### src/rtl/crs_pkg.sv
// Package: constants and carriers for the core reset sequencer
package crs_pkg;
	localparam int CLK_HZ = 10_000_000;
	localparam int HOLD_1MS_US = 1000;
	localparam int SEMI_95MS_US = 95000;
	localparam int WDR_2MS_US = 2000;
	localparam int HOLD_CYC = HOLD_1MS_US * (CLK_HZ / 1_000_000);
	localparam int SEMI_CYC = SEMI_95MS_US * (CLK_HZ / 1_000_000);
	localparam int WDR_CYC = WDR_2MS_US * (CLK_HZ / 1_000_000);
	localparam int PC_W = 14;
	localparam int SP_W = 8;
	localparam logic [13:0] PC_RESET = 14'h0000;
	localparam logic [13:0] VEC_BASE = 14'h0002;
	localparam logic [13:0] VEC_LAST = 14'h0018;
	localparam logic [13:0] PROG_START = 14'h001a;
	localparam logic [13:0] PROG_END = 14'h1fdf;
	localparam logic [7:0] SP_RESET = 8'h00;
	localparam int NUM_VEC = 12;
	localparam int BIT_POR = 4;
	localparam int BIT_WDR = 6;
	localparam int BIT_BUSRST_EN = 0;
	localparam logic [7:0] PSC_RESET = 8'h00;
	localparam logic [7:0] IO_ZERO = 8'h00;

	typedef enum logic [4:0] {
		ST_POR = 5'h01,
		ST_HOLD = 5'h02,
		ST_SEMI = 5'h04,
		ST_WDR = 5'h08,
		ST_RUN = 5'h10
	} crs_state_e;

	typedef enum logic [2:0] {
		OP_STEP = 3'h0,
		OP_PAGE = 3'h1,
		OP_CALL = 3'h2,
		OP_RET = 3'h3,
		OP_RETURN_FROM_INTERRUPT = 3'h4,
		OP_JUMP = 3'h5,
		OP_NONE = 3'h6
	} crs_op_e;

	typedef struct packed {
		logic rd;
		logic wr;
		logic indexed;
		logic [7:0] addr;
		logic [7:0] data;
	} crs_io_s;

	typedef struct packed {
		logic we;
		logic [7:0] addr;
		logic [7:0] data;
	} crs_mem_s;
endpackage

### src/rtl/crs_core.sv
// Core reset sequencer: reset sources, semi-suspend, PC, stack, I/O address
`timescale 1ns/1ps
module crs_core
	import crs_pkg::*;
#(
	parameter int HOLD_CYCLES = HOLD_CYC,
	parameter int SEMI_CYCLES = SEMI_CYC,
	parameter int WDR_CYCLES = WDR_CYC
) (
	input wire logic ref_clk_i,
	input wire logic resetn_i,
	input wire logic supply_ok_i,
	input wire logic osc_stable_i,
	input wire logic watchdog_reset_i,
	input wire logic usb_bus_reset_i,
	input wire logic [2:0] op_i,
	input wire logic [PC_W-1:0] target_i,
	input wire logic [1:0] instr_len_i,
	input wire logic carry_i,
	input wire logic zero_i,
	input wire logic irq_i,
	input wire logic [3:0] irq_num_i,
	input wire logic [7:0] stack_rdata_i,
	input wire crs_io_s io_req_i,
	input wire logic [7:0] index_i,
	input wire logic [7:0] acc_i,
	input wire logic [7:0] port_rdata_i,
	input wire logic psc_clr_i,
	input wire logic busrst_irq_en_i,
	input wire logic global_irq_en_i,
	output logic cpu_run_o,
	output logic irq_block_o,
	output logic periph_reset_o,
	output logic [PC_W-1:0] pc_o,
	output logic in_program_o,
	output logic carry_o,
	output logic zero_o,
	output crs_mem_s stack_o,
	output logic [SP_W-1:0] program_stack_pointer_o,
	output logic [7:0] stack_raddr_o,
	output crs_io_s io_port_o,
	output logic [7:0] acc_o,
	output logic acc_load_o,
	output logic [7:0] psc_o,
	output logic busrst_pending_o,
	output logic busrst_take_o
);
	// ref_clk_i is the crystal-derived core clock
	localparam int CW = 32;

	crs_state_e state, next_state;
	logic [CW-1:0] cnt, next_cnt;
	logic [PC_W-1:0] pc, next_pc;
	logic [SP_W-1:0] sp, next_sp;
	logic carry, next_carry, zero, next_zero;
	logic [1:0] pop_ph, next_pop_ph;
	logic [7:0] pop_lo, next_pop_lo;
	logic pop_return_from_interrupt, next_pop_return_from_interrupt;
	logic [7:0] psc, next_psc;
	logic pend, next_pend;
	crs_mem_s stk, next_stk;
	logic push_hi, next_push_hi;
	logic [7:0] hi_byte, next_hi_byte;
	crs_io_s iop, next_iop;
	logic [7:0] acc, next_acc;
	logic accl, next_accl;
	logic [PC_W-1:0] ret_pc;
	logic running;

	// Sequencer
	always_comb begin
		next_state = state;
		next_cnt = cnt;
		case (state)
			ST_POR: begin
				next_cnt = '0;
				if (supply_ok_i && osc_stable_i)
					next_state = ST_HOLD;
			end
			ST_HOLD: begin
				next_cnt = cnt + 32'd1;
				if (cnt >= CW'(HOLD_CYCLES - 1)) begin
					next_state = ST_SEMI;
					next_cnt = '0;
				end
			end
			ST_SEMI: begin
				next_cnt = cnt + 32'd1;
				if (usb_bus_reset_i)
					next_state = ST_RUN;
				else if (cnt >= CW'(SEMI_CYCLES - 1))
					next_state = ST_RUN;
			end
			ST_WDR: begin
				next_cnt = cnt + 32'd1;
				if (cnt >= CW'(WDR_CYCLES - 1))
					next_state = ST_RUN;
			end
			ST_RUN: next_cnt = '0;
			default: next_state = ST_POR;
		endcase
		if (!supply_ok_i)
			next_state = ST_POR;
		else if (watchdog_reset_i && state != ST_POR) begin
			next_state = ST_WDR;
			next_cnt = '0;
		end
	end

	assign running = (state == ST_RUN);
	assign ret_pc = pc + PC_W'(instr_len_i);

	// Program counter, flags, stack
	always_comb begin
		next_pc = pc;
		next_sp = sp;
		next_carry = carry;
		next_zero = zero;
		next_pop_ph = pop_ph;
		next_pop_lo = pop_lo;
		next_pop_return_from_interrupt = pop_return_from_interrupt;
		next_stk = '0;
		next_push_hi = 1'b0;
		next_hi_byte = hi_byte;
		if (!running) begin
			next_pc = PC_RESET;
			next_sp = SP_RESET;
			next_carry = 1'b0;
			next_zero = 1'b0;
			next_pop_ph = 2'd0;
		end else if (push_hi) begin
			next_stk = '{we: 1'b1, addr: sp, data: hi_byte};
			next_sp = sp + 8'd1;
		end else if (pop_ph == 2'd1) begin
			next_pop_lo = stack_rdata_i;
			next_sp = sp - 8'd1;
			next_pop_ph = 2'd2;
		end else if (pop_ph == 2'd2) begin
			// Upper frame byte came off first and sits in pop_lo
			next_pc = {pop_lo[5:0], stack_rdata_i};
			if (pop_return_from_interrupt) begin
				next_carry = pop_lo[7];
				next_zero = pop_lo[6];
			end
			next_pop_ph = 2'd0;
		end else if (irq_i && irq_num_i < 4'(NUM_VEC)) begin
			next_stk = '{we: 1'b1, addr: sp, data: pc[7:0]};
			next_hi_byte = {carry, zero, pc[13:8]};
			next_push_hi = 1'b1;
			next_sp = sp + 8'd1;
			next_pc = VEC_BASE + {9'h000, irq_num_i, 1'b0};
		end else begin
			case (op_i)
				OP_STEP: begin
					next_pc = {pc[13:8], pc[7:0] + {6'h00, instr_len_i}};
					next_carry = carry_i;
					next_zero = zero_i;
				end
				OP_PAGE: next_pc = {pc[13:8] + 6'h01, 8'h00};
				OP_JUMP: next_pc = target_i;
				OP_CALL: begin
					next_stk = '{we: 1'b1, addr: sp, data: ret_pc[7:0]};
					next_hi_byte = {carry, zero, ret_pc[13:8]};
					next_push_hi = 1'b1;
					next_sp = sp + 8'd1;
					next_pc = target_i;
				end
				OP_RET, OP_RETURN_FROM_INTERRUPT: begin
					next_sp = sp - 8'd1;
					next_pop_ph = 2'd1;
					next_pop_return_from_interrupt = (op_i == OP_RETURN_FROM_INTERRUPT);
				end
				default: next_pc = pc;
			endcase
		end
	end

	// Stack read address is the stack pointer, whatever the pop phase
	assign stack_raddr_o = sp;

	// I/O access, status and bus-reset pending
	always_comb begin
		next_iop = '0;
		next_acc = acc;
		next_accl = 1'b0;
		next_psc = psc;
		next_pend = pend;
		if (running && io_req_i.wr) begin
			next_iop = io_req_i;
			next_iop.data = acc_i;
			if (io_req_i.indexed)
				next_iop.addr = index_i + io_req_i.addr;
		end
		if (running && io_req_i.rd) begin
			next_iop = io_req_i;
			next_acc = port_rdata_i;
			next_accl = 1'b1;
		end
		if (psc_clr_i)
			next_psc = PSC_RESET;
		if (state == ST_POR)
			next_psc = PSC_RESET | (8'h01 << BIT_POR);
		if (watchdog_reset_i && state != ST_POR)
			next_psc = PSC_RESET | (8'h01 << BIT_WDR);
		if (state == ST_SEMI && usb_bus_reset_i)
			next_pend = 1'b1;
		else if (busrst_take_o)
			next_pend = 1'b0;
		if (state == ST_POR || state == ST_WDR)
			next_pend = 1'b0;
	end

	assign busrst_take_o = running && pend && busrst_irq_en_i
		&& global_irq_en_i;

	always_ff @(posedge ref_clk_i or negedge resetn_i) begin
		if (!resetn_i) begin
			state <= ST_POR;
			cnt <= '0;
			pc <= PC_RESET;
			sp <= SP_RESET;
			carry <= 1'b0;
			zero <= 1'b0;
			pop_ph <= 2'd0;
			pop_lo <= 8'h00;
			pop_return_from_interrupt <= 1'b0;
			stk <= '0;
			push_hi <= 1'b0;
			hi_byte <= 8'h00;
			iop <= '0;
			acc <= IO_ZERO;
			accl <= 1'b0;
			psc <= PSC_RESET | (8'h01 << BIT_POR);
			pend <= 1'b0;
		end else begin
			state <= next_state;
			cnt <= next_cnt;
			pc <= next_pc;
			sp <= next_sp;
			carry <= next_carry;
			zero <= next_zero;
			pop_ph <= next_pop_ph;
			pop_lo <= next_pop_lo;
			pop_return_from_interrupt <= next_pop_return_from_interrupt;
			stk <= next_stk;
			push_hi <= next_push_hi;
			hi_byte <= next_hi_byte;
			iop <= next_iop;
			acc <= next_acc;
			accl <= next_accl;
			psc <= next_psc;
			pend <= next_pend;
		end
	end

	assign cpu_run_o = running;
	assign irq_block_o = (state != ST_SEMI) && !running;
	assign periph_reset_o = (state == ST_POR) || (state == ST_WDR);
	assign pc_o = pc;
	assign in_program_o = (pc >= PROG_START) && (pc <= PROG_END);
	assign carry_o = carry;
	assign zero_o = zero;
	assign stack_o = stk;
	assign program_stack_pointer_o = sp;
	assign io_port_o = iop;
	assign acc_o = acc;
	assign acc_load_o = accl;
	assign psc_o = psc;
	assign busrst_pending_o = pend;
endmodule

### config.mk
export PLATFORM = sky130hd
export DESIGN_NAME = crs_core
export DESIGN_NICKNAME = d
export VERILOG_FILES = /design/src/rtl/crs_pkg.sv /design/src/rtl/crs_core.sv
export SDC_FILE = /design/constraint.sdc
export NUM_CORES = 1
export LEC_CHECK = 0
export BUFFER_PORTS_ARGS = -buffer_cell sky130_fd_sc_hd__buf_2
export CAP_MARGIN = 20
export CORE_ASPECT_RATIO = 1.1
export CORE_MARGIN = 4
export CORE_UTILIZATION = 35
export DETAILED_ROUTE_END_ITERATION = 10
export HOLD_SLACK_MARGIN = 0.1
export PLACE_DENSITY_LB_ADDON = 0.1
export RECOVER_POWER = 25
export SLEW_MARGIN = 5
export SYNTH_ARGS = -nofsm -noshare
export SYNTH_HDL_FRONTEND = slang
export SYNTH_SLANG_ARGS = --single-unit
### constraint.sdc
create_clock -name ref_clk_i -period 3.5 [get_ports ref_clk_i]
set_clock_uncertainty 0.15 [all_clocks]
set_input_delay 0.35 -clock ref_clk_i [delete_from_list [all_inputs] [get_ports ref_clk_i]]
set_output_delay 0.35 -clock ref_clk_i [all_outputs]
set_load 0.02 [all_outputs]
* Yosys cells after proc, flatten, opt, wreduce, memory -nomap -nowiden
Index checks and enable logic that the tools add are counted.
** Word-level totals
- Input bits :: 86
- Word-level logic and storage cells :: 171
- Output and inout port bits :: 91
- Register bits :: 135
** Operators by class
- Reductions and logical operators :: 30
- Equality and inequality tests :: 31
- Multiplexer cells :: 68
- Bitwise operators :: 4
- $add $sub $neg :: 8
- Order comparisons :: 6
** Operator list (number)
- 2-to-1 mux 17 bit :: 6
- 2-to-1 mux 32 bit :: 3
- case mux 32 bit (3 select lines) :: 1
- 2-to-1 mux 8 bit :: 11
- 2-to-1 mux 14 bit :: 5
- case mux 14 bit (3 select lines) :: 1
- 2-to-1 mux 19 bit :: 2
- 2-to-1 mux 5 bit :: 7
- adder 32 x 1 -> 32 bit, second input constant :: 1
- greater-or-equal comparator 32 x 14 -> 1 bit, second input constant :: 1
- greater-or-equal comparator 32 x 15 -> 1 bit, second input constant :: 1
- greater-or-equal comparator 32 x 20 -> 1 bit, second input constant :: 1
- case mux 5 bit (5 select lines) :: 1
- 2-to-1 mux 1 bit :: 24
- inequality test 4 bit, second input constant :: 5
- case mux 8 bit (2 select lines) :: 1
- AND reduction 5 bit :: 3
- adder 14 x 2 -> 14 bit :: 1
- greater-or-equal comparator 14 x 5 -> 1 bit, second input constant :: 1
- <= comparator 14 x 13 -> 1 bit, second input constant :: 1
- 2-to-1 mux 2 bit :: 6
- inequality test 6 x 2 -> 1 bit, second input constant :: 2
- logical AND 1 bit :: 11
- AND reduction 3 bit :: 3
- 37 further kinds :: 48

* Logic depth before layout (Yosys ltp)
- Word-level depth :: 8
- Mapped depth :: 9

* Least setup slack after synthesis
No wires, ideal clock.
- Kind :: reg-to-reg
- Start point :: register pc[0], in the netlist pc_o[0]
- End point :: register pc[6], in the netlist pc_o[6]
- Clock period less this slack :: 2.296 ns
- Data arrival time :: 2.010 ns
- Path slack :: 1.204 ns
- Cell stages (with the launch flop) :: 9
- Cell sequence :: dfrtp_1 ha_1 inv_1 fa_1 nor4bb_1 xor2_1 a22o_1 a22oi_1 a21oi_1
** On the way
- Longest elaborated chain between the ends :: 7
** Ends and longest elaborated chain
- start, declared :: RTL line crs_core.sv:53 : logic [PC_W-1:0] pc, next_pc;
- start signal, assigned :: RTL line crs_core.sv:238 : pc <= next_pc;
- adder 8 x 2 -> 8 bit :: RTL line crs_core.sv:155 : next_pc = {pc[13:8], pc[7:0] + {6'h00, instr_len_i}};
- case mux 14 bit (3 select lines) :: RTL line crs_core.sv:153 : case (op_i)
- 2-to-1 mux 14 bit :: RTL line crs_core.sv:146 : end else if (irq_i && irq_num_i < 4'(NUM_VEC)) begin
- 2-to-1 mux 14 bit :: RTL line crs_core.sv:138 : end else if (pop_ph == 2'd2) begin
- 2-to-1 mux 14 bit :: RTL line crs_core.sv:134 : end else if (pop_ph == 2'd1) begin
- 2-to-1 mux 14 bit :: RTL line crs_core.sv:131 : end else if (push_hi) begin
- 2-to-1 mux 14 bit :: RTL line crs_core.sv:125 : if (!running) begin
No other way between the ends. The select of a mux whose other input is x is not followed.
A chain may end at the register's enable or synchronous reset.

==> impl_metrics.json <==
{
  "ys.warnings.count": 0,
  "power_switching_mw": 0.936,
  "clock-sinks": 129,
  "rsz0062_at_grt": "false",
  "die_h_um": 160,
  "io_pins": 177,
  "clk_latency_ns": 0.41,
  "syn-instance-count": 808,
  "grt_usage": 0.182,
  "cp.arrival_ns": 3.34,
  "wl_mm": 21.5,
  "clk_pin_slew_ns": 0.06,
  "slew-limit-headroom": -0.146,
  "ys.flop_type": "dfrtp_1",
  "io_buffers": 170,
  "startpoint_type": "flip-flop",
  "ctsLongestPathBuffers": 2,
  "ys_seq_elements": 129,
  "drt-wirelength-per-cell_um": 16.7,
  "num_antenna_cells": 0,
  "maxCapViolCount": 1,
  "reg2reg_slack_ns": 0.36,
  "path_delay_family": "buffers and inverters",
  "initial_core_util": 0.357,
  "cts_max_level": 4,
  "hpwl_mm": 15.4,
  "required_ns": 3.70,
  "max_slew.worst_pin.slew_ns": 1.72,
  "cp_slowest_cell": "dlygate4sd3_1",
  "final_antenna_net_count": 0,
  "synthArstFlopShare": 1.00,
  "p_leak_nw": 4.38,
  "violations": "max-capacitance violations, max-slew violations",
  "core_area_mm2": 0.0206,
  "hold_viol_final": 0,
  "dr.pass1.iters": 5,
  "crit_path_max_fanout": 13,
  "period_needed_ns": 3.14,
  "p_clk_frac": 0.491,
  "max_freq_mhz": 318,
  "drt_iter0_markers": 438,
  "avgSynthCellArea_um2": 9.08,
  "synth_edf_count": 0,
  "cp-end-kind": "flip-flop",
  "antenna_found_initial": 0,
  "syn2layout_area_growth_pct": 28.1,
  "num_vias": 6618,
  "rows": 55,
  "power_density_mw_per_mm2": 398,
  "setup_viol": 0,
  "synth_area_mm2": 0.00734,
  "critical-path-max-stage-delay_ns": 0.56,
  "gr-total-overflow": 0,
  "timing.final.crit_share": 0.897,
  "drive_gt1_frac": 0.221,
  "grt_pass1_wl_mm": 34.6,
  "synth_top_area_frac": 0.433,
  "first_global_vias": 6575,
  "synth_cell_types": 80,
  "place.gp.congestion": 0.831,
  "fillCellCount": 2020,
  "seqPwrFrac": 0.408,
  "p_int_mw": 2.80,
  "die_x_um": 146,
  "hold_path.class": "in -> reg",
  "critical_path_buf_inv_count": 3,
  "synth_area_leaders": "dfrtp_1 43%, nand2_1 6.1%, o21ai_0 3.9%, nor2_1 3.6%, xnor2_1 3.6%",
  "fin_nets": 1120,
  "outcome": "finished with violations",
  "ir_drop_mv": 0.273,
  "finalSetupTns_ns": 0,
  "clockRootBuffer": "clkbuf_16",
  "ys_seq_area_frac": 0.440,
  "p_total_mw": 3.74,
  "grt_max_degree": 67,
  "cts_tree": "yes",
  "via_per_inst": 5.16,
  "p_comb_frac": 0.101,
  "critical_path_class": "reg -> reg",
  "synth.top_cells.by_count": "127 x dfrtp_1, 119 x nand2_1, 71 x nor2_1, 57 x o21ai_0",
  "numCtsBuffers": 17,
  "drc": 0,
  "synth_most_common_cell": "dfrtp_1",
  "path_cells": "or3b_1, or2_1, inv_1, nand2_1, clkinvlp_4, a22o_1, dlygate4sd3_1",
  "p_sw_frac": 0.250,
  "yosysTopAreaCell": "dfrtp_1",
  "finalMaxSlewViolations": 66,
  "design.die.area_mm2": 0.0233
}
-- tightest hold or removal path, stage by stage --
cell and delay [ns]:
buf_2 0.16, o21ai_0 0.09, nand2_1 0.05
-- area by class of cell --
cell class	instances	area [µm²]	area share
inverters	30	116	0.0124
well taps	256	320	0.0341
clock inverters	12	156	0.0166
clock buffers	20	447	0.0475
multi-input cells	605	3710	0.395
repair buffers	231	1420	0.151
flip-flops and latches	129	3230	0.344
-- sequential cells by signal, summed over array words and instances (netlist names), 2 cells and up --
name	flops
pc_o	14
io_port_o	19
acc_o	8
psc_o	2
hi_byte	8
state	5
pop_lo	8
program_stack_pointer_o	8
cnt	32
stack_o	17
pop_ph	2
-- cells by family after synthesis --
kind of cell             share of synthesized area
AND/OR/NAND/NOR                              0.225
buffers and inverters                       0.0553
other                                     0.000511
adder cells (fa/ha/maj)                     0.0362
AO/OA/AOI/OAI                                0.159
multiplexers                                0.0235
flip-flops                                   0.440
XOR/XNOR                                    0.0609
-- layout by cell type (no fill, tap or decap), types with 17 or more instances in the layout --
cell type      instances
nand2_1              119
buf_2                152
xor2_1                21
xnor2_1               30
dlygate4sd3_1         48
clkbuf_1              19
dfrtp_1              127
nand3_1               29
nor3_1                23
clkbuf_16             17
o21ai_0               57
nor2_1                71
ha_1                  18
a21oi_1               30
inv_1                 29
-- layer usage --
layer	track usage	vias to the layer above	part of all wire
met5	0	-	0
met4	0.0389	0	0.011
met3	0.0423	16	0.054
met2	0.308	175	0.49
met1	0.238	3173	0.45
li1	-	3254	-
-- power groups by stage --
stage	sequential, mW	combinational [mW]	clock [mW]
after global placement	1.55	0.350	0
after global routing	1.53	0.420	1.95
after detailed placement	1.55	0.347	0
after CTS	1.53	0.383	1.88
final	1.53	0.378	1.84
after floorplan	1.56	0.207	0
-- metrics by stage --
stage	utilization	std cells	hold WS [ns]	area, µm²	setup slack (ns)
finish	0.457	1283	0.130	9400	0.359
global route	0.457	1283	0.118	9400	0.119
CTS	0.458	1281	0.103	9420	0.152
detailed placement	0.405	1201	0.254	8340	0.660
global placement	0.405	1201	0.259	8340	0.758
floorplan	-	813	-0.0956	7350	1.20
-- timing repair --
item	4_1_cts	5_1_grt
resized for setup	0	1
buffers inserted	0	2
hold endpoints to repair	102	0
hold buffers	48	0
endpoints found under the setup margin	0	8
-- path summary, 6_finish.rpt --
check                      cells after the start      from                   endpoint
max                                            7  state[3]               io_port_o[1]
min                                            3   op_i[2]  pop_return_from_interrupt
max reg2reg                                    7  state[3]               io_port_o[1]
min reg2reg                                    2  psc_o[4]                   psc_o[4]
max in group asynchronous                      3  resetn_i              io_port_o[13]
min in group asynchronous                      2  resetn_i                 hi_byte[2]
Power figures use the tool's default switching activity.
